==> config.mk <==
export PLATFORM = sky130hd
export DESIGN_NAME = mrcr_regs
export DESIGN_NICKNAME = d
export VERILOG_FILES = /design/src/inc/mrcr_pkg.sv /design/src/inc/mrcr_rst_if.sv /design/src/design/mrcr_rst_seq.sv /design/src/design/mrcr_regs.sv
export SDC_FILE = /design/constraint.sdc
export NUM_CORES = 1
export LEC_CHECK = 0
export BUFFER_PORTS_ARGS = -buffer_cell sky130_fd_sc_hd__buf_2
export CAP_MARGIN = 20
export CORE_ASPECT_RATIO = 2
export CORE_MARGIN = 2
export CORE_UTILIZATION = 38
export DETAILED_ROUTE_END_ITERATION = 8
export PLACE_DENSITY = 0.76
export SYNTH_ARGS = -nofsm -noshare
export SYNTH_HDL_FRONTEND = slang
export SYNTH_SLANG_ARGS = --single-unit
==> constraint.sdc <==
create_clock -name CLK_SYS -period 2.13 [get_ports CLK_SYS]
set_input_delay 0.639 -clock CLK_SYS [delete_from_list [all_inputs] [get_ports CLK_SYS]]
set_output_delay 0.639 -clock CLK_SYS [all_outputs]
set_load 0.005 [all_outputs]
==> src/inc/mrcr_pkg.sv <==
package mrcr_pkg;
    // ------------------------------------------------------------
    // Register map
    // ------------------------------------------------------------
    localparam logic [7:0] OFS_SOFT_RESET = 8'h03;
    localparam logic [7:0] OFS_HOST_LINK_CONFIG_0 = 8'h04;
    localparam logic [7:0] OFS_CAPABILITY = 8'h02;
    // ------------------------------------------------------------
    // Field positions and resets
    // ------------------------------------------------------------
    localparam int BIT_SOFT_RESET = 0;
    localparam int BIT_SYNC = 15;
    localparam int BIT_FCS_CHECK = 14;
    localparam int BIT_SEL_ALIGN = 13;
    localparam int BIT_ZERO_ALIGN = 12;
    localparam int BIT_THRESH_LO = 10;
    localparam int BIT_CPS_LO = 0;
    localparam logic [2:0] MIN_CHUNK_EXP_RST = 3'h3;
    localparam logic [2:0] CPS_RST = 3'h6;
    localparam logic [1:0] THRESH_RST = 2'h0;
    localparam logic [7:0] THRESH_1 = 8'h01;
    localparam logic [7:0] THRESH_4 = 8'h04;
    localparam logic [7:0] THRESH_8 = 8'h08;
    localparam logic [7:0] THRESH_16 = 8'h10;
    // ------------------------------------------------------------
    // Timing
    // ------------------------------------------------------------
    localparam int CLK_PERIOD_PS = 8000;
    localparam int CS_MIN_HOLD_NS = 100;
    localparam int CS_MIN_HOLD_CYC = (CS_MIN_HOLD_NS * 1000 + CLK_PERIOD_PS - 1) / CLK_PERIOD_PS;
    localparam logic [3:0] CS_MIN_HOLD_CNT = 4'(CS_MIN_HOLD_CYC);
    typedef enum logic [1:0] {
        MRCR_IDLE = 2'b00,
        MRCR_ARMED = 2'b01,
        MRCR_FIRE = 2'b10
    } mrcr_rst_state_t;
endpackage : mrcr_pkg

==> src/inc/mrcr_rst_if.sv <==
`timescale 1ns/100ps
interface mrcr_rst_if;
    logic arm;
    logic cs_active;
    logic fire;
    modport ctrl (input arm, input cs_active, output fire);
    modport regs (output arm, output cs_active, input fire);
endinterface : mrcr_rst_if

==> src/design/mrcr_rst_seq.sv <==
`timescale 1ns/100ps
module mrcr_rst_seq (
    input wire logic clk,
    input wire logic rst_b,
    mrcr_rst_if.ctrl rif
);
    mrcr_pkg::mrcr_rst_state_t state;
    logic [3:0] hold_cnt;
    logic held;

    assign held = (hold_cnt >= mrcr_pkg::CS_MIN_HOLD_CNT);

    // RULE3 wait for deselect
    always_ff @(posedge clk or negedge rst_b) begin
        if (!rst_b) begin
            state <= mrcr_pkg::MRCR_IDLE;
        end else begin
            case (state)
                mrcr_pkg::MRCR_IDLE: begin
                    if (rif.arm) begin
                        state <= mrcr_pkg::MRCR_ARMED;
                    end
                end
                mrcr_pkg::MRCR_ARMED: begin
                    // RULE4 short select ignored
                    if (!rif.cs_active) begin
                        state <= held ? mrcr_pkg::MRCR_FIRE : mrcr_pkg::MRCR_IDLE;
                    end
                end
                default: begin
                    state <= mrcr_pkg::MRCR_IDLE;
                end
            endcase
        end
    end

    // Counts select time of the current frame
    always_ff @(posedge clk or negedge rst_b) begin
        if (!rst_b) begin
            hold_cnt <= 4'h0;
        end else if (!rif.cs_active) begin
            hold_cnt <= 4'h0;
        end else if (!held) begin
            hold_cnt <= hold_cnt + 4'h1;
        end
    end

    assign rif.fire = (state == mrcr_pkg::MRCR_FIRE);

    // RULE3 no fire while selected
    property p_fire_after_deselect;
        @(posedge clk) disable iff (!rst_b)
        rif.fire |-> $past(!rif.cs_active);
    endproperty
    a_fire_after_deselect: assert property (p_fire_after_deselect) else $error("reset fired under select"); // RULE3
endmodule : mrcr_rst_seq

==> src/design/mrcr_regs.sv <==
`timescale 1ns/100ps
// Operation
// RULE1: Capability field min_chunk_size_exp is read-only and resets to 3 (8-byte chunks).
// RULE2: Writing one to soft_reset_trigger resets all registers and state to defaults.
// RULE3: The soft reset is held off until chip select is deasserted.
// RULE4: The host keeps chip select asserted at least 100 ns or the reset is dropped.
// RULE5: soft_reset_trigger clears itself, and bits 31:1 of that register read zero.
// RULE6: The sync bit is copied into every receive chunk footer flag.
// RULE7: The sync bit is write-one-to-set; writing zero leaves it set.
// RULE8: After any reset sync is 0, reset_complete_flag is 1 and the interrupt asserts.
// RULE9: With tx_fcs_check_enable set the last 4 frame octets are checked as FCS.
// RULE10: The host keeps CRC append off while tx_fcs_check_enable is set.
// RULE11: select_aligned_rx_enable starts frames only in the first chunk after select.
// RULE12: zero_aligned_rx_enable starts frames at payload start with offset 0.
// RULE13: The interrupt asserts when free credits reach the coded threshold 1/4/8/16.
// RULE14: Alignment, threshold and min chunk fields apply only under the chunk protocol.
// RULE15: The host sets chunk size before traffic and keeps it fixed once synced.
// RULE16: Reserved bits read zero and ignore writes.
module mrcr_regs (
    CLK_SYS,
    RST_B,
    REG_WR,
    REG_RD,
    REG_ADDR,
    REG_WDATA,
    REG_RDATA,
    CS_ACTIVE,
    CHUNK_PROTOCOL,
    RESET_COMPLETE_CLR,
    TX_CREDIT_COUNT,
    FIRST_CHUNK_AFTER_CS,
    FRAME_START_REQ,
    FRAME_START_OK,
    START_WORD_OFFSET_ZERO,
    FOOTER_SYNC,
    TX_FCS_CHECK_ENABLE,
    FCS_OCTETS,
    CHUNK_SIZE_SELECT,
    RESET_COMPLETE_FLAG,
    SOFT_RESET_OUT,
    IRQ_OUT_N
);
    input wire logic CLK_SYS;
    input wire logic RST_B;
    input wire logic REG_WR;
    input wire logic REG_RD;
    input wire logic [7:0] REG_ADDR;
    input wire logic [31:0] REG_WDATA;
    output logic [31:0] REG_RDATA;
    input wire logic CS_ACTIVE;
    input wire logic CHUNK_PROTOCOL;
    input wire logic RESET_COMPLETE_CLR;
    input wire logic [7:0] TX_CREDIT_COUNT;
    input wire logic FIRST_CHUNK_AFTER_CS;
    input wire logic FRAME_START_REQ;
    output logic FRAME_START_OK;
    output logic START_WORD_OFFSET_ZERO;
    output logic FOOTER_SYNC;
    output logic TX_FCS_CHECK_ENABLE;
    output logic [2:0] FCS_OCTETS;
    output logic [2:0] CHUNK_SIZE_SELECT;
    output logic RESET_COMPLETE_FLAG;
    output logic SOFT_RESET_OUT;
    output logic IRQ_OUT_N;

    // ------------------------------------------------------------
    // Synchronised chip select input and internal reset
    // ------------------------------------------------------------
    logic cs_meta;
    logic cs_sync;
    logic soft_rst_q;
    logic rst_b_int;
    mrcr_rst_if rif ();

    always_ff @(posedge CLK_SYS or negedge RST_B) begin
        if (!RST_B) begin
            cs_meta <= 1'b0;
            cs_sync <= 1'b0;
        end else begin
            cs_meta <= CS_ACTIVE;
            cs_sync <= cs_meta;
        end
    end

    // RULE2 full reset pulse
    always_ff @(posedge CLK_SYS or negedge RST_B) begin
        if (!RST_B) begin
            soft_rst_q <= 1'b0;
        end else begin
            soft_rst_q <= rif.fire;
        end
    end

    assign rst_b_int = RST_B & ~soft_rst_q;
    assign SOFT_RESET_OUT = soft_rst_q;
    assign rif.cs_active = cs_sync;

    // ------------------------------------------------------------
    // Register storage
    // ------------------------------------------------------------
    logic wr_reset;
    logic wr_cfg;
    logic sync_bit;
    logic fcs_en;
    logic sel_align;
    logic zero_align;
    logic [1:0] thresh;
    logic [2:0] chunk_size_select;
    logic rst_done;
    logic [2:0] min_chunk_size_exp;

    assign wr_reset = REG_WR && (REG_ADDR == mrcr_pkg::OFS_SOFT_RESET);
    assign wr_cfg = REG_WR && (REG_ADDR == mrcr_pkg::OFS_HOST_LINK_CONFIG_0);
    // RULE1 fixed capability
    assign min_chunk_size_exp = mrcr_pkg::MIN_CHUNK_EXP_RST;
    // RULE5 self clearing trigger
    assign rif.arm = wr_reset && REG_WDATA[mrcr_pkg::BIT_SOFT_RESET];

    mrcr_rst_seq u_seq (
        .clk(CLK_SYS),
        .rst_b(rst_b_int),
        .rif(rif.ctrl)
    );

    // RULE7 write one sets
    always_ff @(posedge CLK_SYS or negedge rst_b_int) begin
        if (!rst_b_int) begin
            sync_bit <= 1'b0;
        end else if (wr_cfg && REG_WDATA[mrcr_pkg::BIT_SYNC]) begin
            sync_bit <= 1'b1;
        end
    end

    // RULE16 reserved ignore writes
    always_ff @(posedge CLK_SYS or negedge rst_b_int) begin
        if (!rst_b_int) begin
            fcs_en <= 1'b0;
            sel_align <= 1'b0;
            zero_align <= 1'b0;
            thresh <= mrcr_pkg::THRESH_RST;
            chunk_size_select <= mrcr_pkg::CPS_RST;
        end else if (wr_cfg) begin
            fcs_en <= REG_WDATA[mrcr_pkg::BIT_FCS_CHECK];
            sel_align <= REG_WDATA[mrcr_pkg::BIT_SEL_ALIGN];
            zero_align <= REG_WDATA[mrcr_pkg::BIT_ZERO_ALIGN];
            thresh <= REG_WDATA[mrcr_pkg::BIT_THRESH_LO +: 2];
            chunk_size_select <= REG_WDATA[mrcr_pkg::BIT_CPS_LO +: 3];
        end
    end

    // RULE8 set on any reset
    always_ff @(posedge CLK_SYS or negedge rst_b_int) begin
        if (!rst_b_int) begin
            rst_done <= 1'b1;
        end else if (RESET_COMPLETE_CLR) begin
            rst_done <= 1'b0;
        end
    end

    // ------------------------------------------------------------
    // Read path
    // ------------------------------------------------------------
    logic [31:0] next_rdata;

    always_comb begin
        next_rdata = 32'h0;
        if (REG_ADDR == mrcr_pkg::OFS_HOST_LINK_CONFIG_0) begin
            next_rdata[mrcr_pkg::BIT_SYNC] = sync_bit;
            next_rdata[mrcr_pkg::BIT_FCS_CHECK] = fcs_en;
            next_rdata[mrcr_pkg::BIT_SEL_ALIGN] = sel_align;
            next_rdata[mrcr_pkg::BIT_ZERO_ALIGN] = zero_align;
            next_rdata[mrcr_pkg::BIT_THRESH_LO +: 2] = thresh;
            next_rdata[mrcr_pkg::BIT_CPS_LO +: 3] = chunk_size_select;
        end else if (REG_ADDR == mrcr_pkg::OFS_CAPABILITY) begin
            next_rdata[2:0] = min_chunk_size_exp;
        end
    end

    // RULE5 trigger reads zero
    always_ff @(posedge CLK_SYS or negedge rst_b_int) begin
        if (!rst_b_int) begin
            REG_RDATA <= 32'h0;
        end else if (REG_RD) begin
            REG_RDATA <= next_rdata;
        end
    end

    // ------------------------------------------------------------
    // Datapath controls
    // ------------------------------------------------------------
    logic [7:0] thresh_val;
    logic credit_ok;
    logic sel_on;
    logic zero_on;

    always_comb begin
        case (thresh)
            2'h0: thresh_val = mrcr_pkg::THRESH_1;
            2'h1: thresh_val = mrcr_pkg::THRESH_4;
            2'h2: thresh_val = mrcr_pkg::THRESH_8;
            default: thresh_val = mrcr_pkg::THRESH_16;
        endcase
    end

    // RULE14 chunk protocol only
    assign sel_on = sel_align && CHUNK_PROTOCOL;
    assign zero_on = zero_align && CHUNK_PROTOCOL;
    // RULE13 credit threshold compare
    assign credit_ok = CHUNK_PROTOCOL && (TX_CREDIT_COUNT >= thresh_val);

    // RULE11 select aligned start
    assign FRAME_START_OK = FRAME_START_REQ && (!sel_on || FIRST_CHUNK_AFTER_CS);
    // RULE12 zero offset start
    assign START_WORD_OFFSET_ZERO = sel_on || zero_on;
    // RULE6 sync into footer
    assign FOOTER_SYNC = sync_bit;
    // RULE9 last four octets
    assign TX_FCS_CHECK_ENABLE = fcs_en;
    assign FCS_OCTETS = fcs_en ? 3'h4 : 3'h0;
    assign CHUNK_SIZE_SELECT = chunk_size_select;
    assign RESET_COMPLETE_FLAG = rst_done;

    // RULE8 interrupt output
    always_ff @(posedge CLK_SYS or negedge rst_b_int) begin
        if (!rst_b_int) begin
            IRQ_OUT_N <= 1'b0;
        end else begin
            IRQ_OUT_N <= ~(rst_done || credit_ok);
        end
    end

    // ------------------------------------------------------------
    // Checks
    // ------------------------------------------------------------
    property p_sync_sticky;
        @(posedge CLK_SYS) disable iff (!rst_b_int)
        sync_bit |=> sync_bit;
    endproperty
    a_sync_sticky: assert property (p_sync_sticky) else $error("sync bit cleared"); // RULE7

    property p_footer;
        @(posedge CLK_SYS) disable iff (!rst_b_int)
        FOOTER_SYNC == sync_bit;
    endproperty
    a_footer: assert property (p_footer) else $error("footer sync mismatch"); // RULE6

    property p_after_reset;
        @(posedge CLK_SYS) $rose(rst_b_int) |-> rst_done && !sync_bit && !IRQ_OUT_N;
    endproperty
    a_after_reset: assert property (p_after_reset) else $error("reset state wrong"); // RULE8

    property p_cap;
        @(posedge CLK_SYS) disable iff (!rst_b_int)
        REG_RD && REG_ADDR == mrcr_pkg::OFS_CAPABILITY |=> REG_RDATA == 32'h3;
    endproperty
    a_cap: assert property (p_cap) else $error("capability read wrong"); // RULE1

    property p_rst_reads_zero;
        @(posedge CLK_SYS) disable iff (!rst_b_int)
        REG_RD && REG_ADDR == mrcr_pkg::OFS_SOFT_RESET |=> REG_RDATA == 32'h0;
    endproperty
    a_rst_reads_zero: assert property (p_rst_reads_zero) else $error("reset reg nonzero"); // RULE5

    property p_sel_align;
        @(posedge CLK_SYS) disable iff (!rst_b_int)
        FRAME_START_OK && sel_on |-> FIRST_CHUNK_AFTER_CS && START_WORD_OFFSET_ZERO;
    endproperty
    a_sel_align: assert property (p_sel_align) else $error("frame start misaligned"); // RULE11

    property p_zero_align;
        @(posedge CLK_SYS) disable iff (!rst_b_int)
        zero_on |-> START_WORD_OFFSET_ZERO;
    endproperty
    a_zero_align: assert property (p_zero_align) else $error("offset not zero"); // RULE12

    property p_irq_thresh;
        @(posedge CLK_SYS) disable iff (!rst_b_int)
        !rst_done && !$past(rst_done) && !IRQ_OUT_N |-> $past(credit_ok);
    endproperty
    a_irq_thresh: assert property (p_irq_thresh) else $error("irq below threshold"); // RULE13

    property p_fcs;
        @(posedge CLK_SYS) disable iff (!rst_b_int)
        TX_FCS_CHECK_ENABLE |-> FCS_OCTETS == 3'h4;
    endproperty
    a_fcs: assert property (p_fcs) else $error("fcs length wrong"); // RULE9

    property p_footer_set;
        @(posedge CLK_SYS) disable iff (!rst_b_int)
        wr_cfg && REG_WDATA[mrcr_pkg::BIT_SYNC] |=> FOOTER_SYNC;
    endproperty
    a_footer_set: assert property (p_footer_set) else $error("footer sync not set"); // RULE6

    property p_fcs_write;
        @(posedge CLK_SYS) disable iff (!rst_b_int)
        wr_cfg |=> TX_FCS_CHECK_ENABLE == $past(REG_WDATA[mrcr_pkg::BIT_FCS_CHECK]);
    endproperty
    a_fcs_write: assert property (p_fcs_write) else $error("fcs enable not written"); // RULE9

    property p_zero_write;
        @(posedge CLK_SYS) disable iff (!rst_b_int)
        wr_cfg && REG_WDATA[mrcr_pkg::BIT_ZERO_ALIGN] ##1 CHUNK_PROTOCOL |-> START_WORD_OFFSET_ZERO;
    endproperty
    a_zero_write: assert property (p_zero_write) else $error("zero align not applied"); // RULE12

    property p_soft_pulse;
        @(posedge CLK_SYS) disable iff (!RST_B)
        SOFT_RESET_OUT |=> !SOFT_RESET_OUT && !FOOTER_SYNC && RESET_COMPLETE_FLAG
            && CHUNK_SIZE_SELECT == mrcr_pkg::CPS_RST;
    endproperty
    a_soft_pulse: assert property (p_soft_pulse) else $error("soft reset incomplete"); // RULE2

    property p_irq_rst_done;
        @(posedge CLK_SYS) disable iff (!rst_b_int)
        rst_done |=> !IRQ_OUT_N;
    endproperty
    a_irq_rst_done: assert property (p_irq_rst_done) else $error("irq missing after reset"); // RULE8

    property p_read_reserved;
        @(posedge CLK_SYS) disable iff (!rst_b_int)
        REG_RD |=> REG_RDATA[31:16] == 16'h0;
    endproperty
    a_read_reserved: assert property (p_read_reserved) else $error("reserved bits set"); // RULE16
endmodule : mrcr_regs

* Word level (Yosys, flattened, before mapping)
Index checks and enable logic that the tools add are counted.
** Cells by class
- Bitwise logic cells :: 3
- Muxes and demuxes :: 11
- Magnitude comparators :: 2
- Eq/ne operators :: 10
- Reductions and logical operators :: 15
- $add $sub $neg :: 1
** Operators with widths (count)
- == test 8 x 2 -> 1 bit (second input constant) :: 2
- one-hot mux 5 bit (3 select lines) :: 1
- == test 8 x 3 -> 1 bit (second input constant) :: 1
- >= comparator 8 x 5 -> 1 bit :: 1
- logical AND 1 bit :: 8
- two-way mux 2 bit :: 4
- two-way mux 4 bit :: 2
- two-way mux 3 bit :: 2
- two-way mux 6 bit :: 1
- != test 2 bit (second input constant) :: 3
- adder 4 x 1 -> 4 bit (second input constant) :: 1
- == test 2 x 1 -> 1 bit (second input constant) :: 2
- == test 2 bit (second input constant) :: 2
- >= comparator 4 bit (second input constant) :: 1
- zero test 2 bit :: 2
- one-hot mux 2 bit (2 select lines) :: 1
- logical OR 1 bit :: 3
- inverter 1 bit :: 2
- AND reduction 2 bit :: 1
- bitwise AND 1 bit :: 1
- zero test 1 bit :: 1
** Word-level totals
- Bits of input ports :: 57
- Bits in registers :: 29

* Longest topological paths before layout
- Depth in word-level cells :: 6
- Gate-level depth with buffers :: 5

* By module
A second synthesis with hierarchy kept.
** Unflattened totals
- Cell total of the unflattened synthesis :: 145
- Area, all modules :: 1559.0 µm²
** Modules (own cells, without submodules)
- mrcr_regs :: area each 1227.4 µm², cells each 114, instances 1
- mrcr_rst_seq :: area each 331.6 µm², cells each 31, instances 1

* Worst setup path before layout
No wires, ideal clock.
- Path type :: input port to flip-flop
- From :: input REG_ADDR[5]
- To :: register chunk_size_select[0] (netlist: CHUNK_SIZE_SELECT[0])
- Arrival time :: 1.893 ns
- Setup time :: 0.125 ns
- Data required time :: 2.005 ns
- Slack :: 0.112 ns
- Stages :: 3
- Path through :: or4_4 -> nor3_4 -> mux2_2
** On the way
- Cells in the longest elaborated chain, start to end :: 2
** RTL lines
- start: declaration :: RTL line mrcr_regs.sv:47 : input wire logic [7:0] REG_ADDR;
- == test 8 x 3 -> 1 bit :: RTL line mrcr_regs.sv:113 : assign wr_cfg = REG_WR && (REG_ADDR == mrcr_pkg::OFS_HOST_LINK_CONFIG_0);
- logical AND 1 bit :: RTL line mrcr_regs.sv:113
- end signal: assignment :: RTL line mrcr_regs.sv:141 : chunk_size_select <= mrcr_pkg::CPS_RST;
- end signal: assignment :: RTL line mrcr_regs.sv:147 : chunk_size_select <= REG_WDATA[mrcr_pkg::BIT_CPS_LO +: 3];
- end: declaration :: RTL line mrcr_regs.sv:108 : logic [2:0] chunk_size_select;
No other way between the ends.
A chain may end at the register's enable or synchronous reset.

* Final worst setup path
- From :: input REG_ADDR[5]
- To :: register thresh[1]
** On the way
- Cells in the longest elaborated chain, start to end :: 2
** RTL lines
- == test 8 x 3 -> 1 bit :: RTL line mrcr_regs.sv:113
- logical AND 1 bit :: RTL line mrcr_regs.sv:113
- end signal: assignment :: RTL line mrcr_regs.sv:140 : thresh <= mrcr_pkg::THRESH_RST;
- end signal: assignment :: RTL line mrcr_regs.sv:146 : thresh <= REG_WDATA[mrcr_pkg::BIT_THRESH_LO +: 2];
- end: declaration :: RTL line mrcr_regs.sv:107 : logic [1:0] thresh;
No other way between the ends.

==> flow_summary.ini <==
[cells_and_area]
fill_cells = 415
final_cell_area_sq_um = 1920
n_antenna_cell = 0
stdcell_count = 257
area_growth_pct = 22.1
nets = 268
drive_gt1_share_pct = 44.4

[timing]
rsz0062_at_grt = no
period_minus_slack_ns = 1.83
finalSetupViolCount = 0
hold_slack_ns = 0.141
setup-tns-final_ns = 0
drv_slew = 0
worst_slack_ns = 0.304
clock.fmax_mhz = 548
hold_violations = 0
post-route-period-util_pct = 85.7
fin_skew_ns = 0.00594

[place]
gp_congestion = 0.730
dp_hpwl_um = 2260
placed_cells = 249
dpl_worst_slack_ns = -0.00818
place_area_sq_um = 1830
port_buffers = 53

[die]
start_util_pct = 38.9
ioPinCount = 102
die_h_um = 95.0
die_w_um = 49.5
die-area_sq_um = 4700
core-area_sq_um = 4050
rows = 33

[power_and_ir_drop]
irDropWorstVdd_v = 0.000528
p_leak_nw = 1.04
power.density_nw_per_um2 = 594

[setup_path]
cp_cell_sequence = buf_2 -> or4_4 -> nor3_4 -> buf_4 -> mux2_2
critPathMaxStageDelay_ns = 0.56
critPathMaxFanout = 5
cp-start-kind = primary input
cp-end-kind = flip-flop
crit_slowest_cell = or4_4
timing.rr.end = u_seq.state[1]
worstPathArrival_ns = 1.99
reg2reg_depth = 5
timing.rr.start = u_seq.hold_cnt[0]
crit_required_ns = 2.29
r2r_slack_ns = 0.59
criticalPathCategory = primary input to flip-flop

[flow_run]
drv_cap = 0

[clocking]
ctsResizeCount = 0
clkSinkCount = 29
clkLatencyLatePin_ns = 0.28
post-cts-setup-buffers = 0
postCtsHoldBufs = 0
clock-root-buffer = clkbuf_8
clock_path_buffers = 2
numCtsBuffers = 5
htreeDepth = 2
path_clk_slew_ns = 0.06
cts_tree = done

[detailed_routing]
final_antenna_net_count = 0
wl_per_cell_um = 11.1
drt_iter0_drc = 8
drc_errors = 0
drtPass1Iterations = 3
avgViaCountPerCell = 4.54
routed_wl_um = 2860
vias = 1166

[global_routing]
grt_max_degree = 27
track_usage_pct = 13.3
overflow = 0
grt_pass1_vias = 1040
antenna_found_initial = 0
grt_first_pass_wirelength_um = 4690

[logic_synthesis]
synth_edf_count = 0
synth_cell_types = 37
synthFlopType = dfrtp_1
avgSynthCellArea_sq_um = 11.1
synth_async_sr_flop_share_pct = 100
yosysWarnings = 0
ys_seq_elements = 29
ys_seq_area_share_pct = 46.4
syn_area_sq_um = 1570
netlist_instances = 142

[outcome]
status = finished, final reports clean

[hold_path]
hold_class = primary input to asynchronous set/reset pin
==> cell families (layout without fill, tap and decap cells) <==
group,after synthesis,count (layout),share of synthesized area [%]
other,1,25,0.238
flip-flops,29,29,46.4
adder cells (fa/ha/maj),7,7,5.57
XOR/XNOR,1,1,0.557
AO/OA/AOI/OAI,23,23,10.4
AND/OR/NAND/NOR,39,39,16.8
buffers and inverters,34,73,14.3
multiplexers,8,8,5.73
==> flip-flops by register name (all words and copies together), names as in the netlist, 2 cells and up <==
signal and cells:
CHUNK_SIZE_SELECT 3, REG_RDATA 9, thresh 2, u_seq.hold_cnt 4, u_seq.state 2
==> metal layers <==
metal	global-route usage, %	vias up	wire, um
met5	0	-	0
met4	6.25	0	57
met3	3.64	6	227
met2	23.9	55	1510
met1	14.1	538	1060
li1	-	567	-
==> cell usage after synthesis (all sizes together) (2+ instances only) <==
cell type,n,area [sq um]
or3,2,13.8
nor3,3,26.3
a31o,7,61.3
buf,26,195
dfstp,3,78.8
ha,7,87.6
nand2,5,18.8
nand2b,3,18.8
o22ai,2,12.5
o21ai,3,15.0
o21a,3,22.5
nor2,2,7.51
mux2,8,90.1
and3b,2,17.5
a21oi,4,20.0
dfrtp,26,651
nor2b,12,75.1
inv,7,26.3
==> worst max-delay path: cells and delay by family <==
family                 cells  cell delay, ns
buffers and inverters      2            0.27
and+or+nand+nor            2            0.75
muxes                      1            0.33
==> cells in the final DEF (no fill, tap or decap), drive strengths merged, types with 2 or more instances in the layout <==
cell / count
o21ai: 3
nand2b: 3
a21oi: 4
inv: 7
buf: 58
mux2: 8
o22ai: 2
dfrtp: 26
nor2: 2
conb: 25
and3b: 2
nand2: 5
nor3: 3
o21a: 3
clkbuf: 5
a31o: 7
dfstp: 3
ha: 7
nor2b: 12
or3: 2
clkinv: 2
==> metrics by stage <==
stage               power [W]  utilization (%)
finish                0.00114             47.5
global route          0.00120             47.5
CTS                   0.00116             47.5
detailed placement   0.000716             45.3
global placement     0.000713             45.3
floorplan            0.000690                -
==> worst max path at each step <==
stage,cells past startpoint,to,from,slack [ns]
3_3_place_gp,5,TX_FCS_CHECK_ENABLE,REG_ADDR[5],0.005
2_1_floorplan,1,CHUNK_SIZE_SELECT[0],RST_B,0.01
6_report,5,thresh[1],REG_ADDR[5],0.30
5_1_grt,5,thresh[0],REG_ADDR[5],0.24
3_5_place_dp,5,TX_FCS_CHECK_ENABLE,REG_ADDR[5],-0.008
4_1_cts,5,thresh[1],REG_ADDR[5],0.30
==> power breakdown <==
part | total (W) | leakage [nW] | switching [W] | internal [W]
combinational | 0.000122 | 0.614 | 0.0000647 | 0.0000573
clock | 0.000436 | 0.0439 | 0.000212 | 0.000225
sequential | 0.000583 | 0.383 | 0.0000142 | 0.000569
total | 0.00114 | 1.04 | 0.000291 | 0.000851
==> layout make-up <==
cell class                      count  area (sq um)  share of cell area, %
Clock inverter                      3          17.5                  0.912
Multi-Input combinational cell    103           711                   37.0
Sequential cell                    29           729                   38.0
Tap cell                           52          65.1                   3.39
Inverter                            7          26.3                   1.37
Clock buffer                        5          68.8                   3.58
Timing Repair Buffer               58           303                   15.8
(Power assumes the default switching activity.)
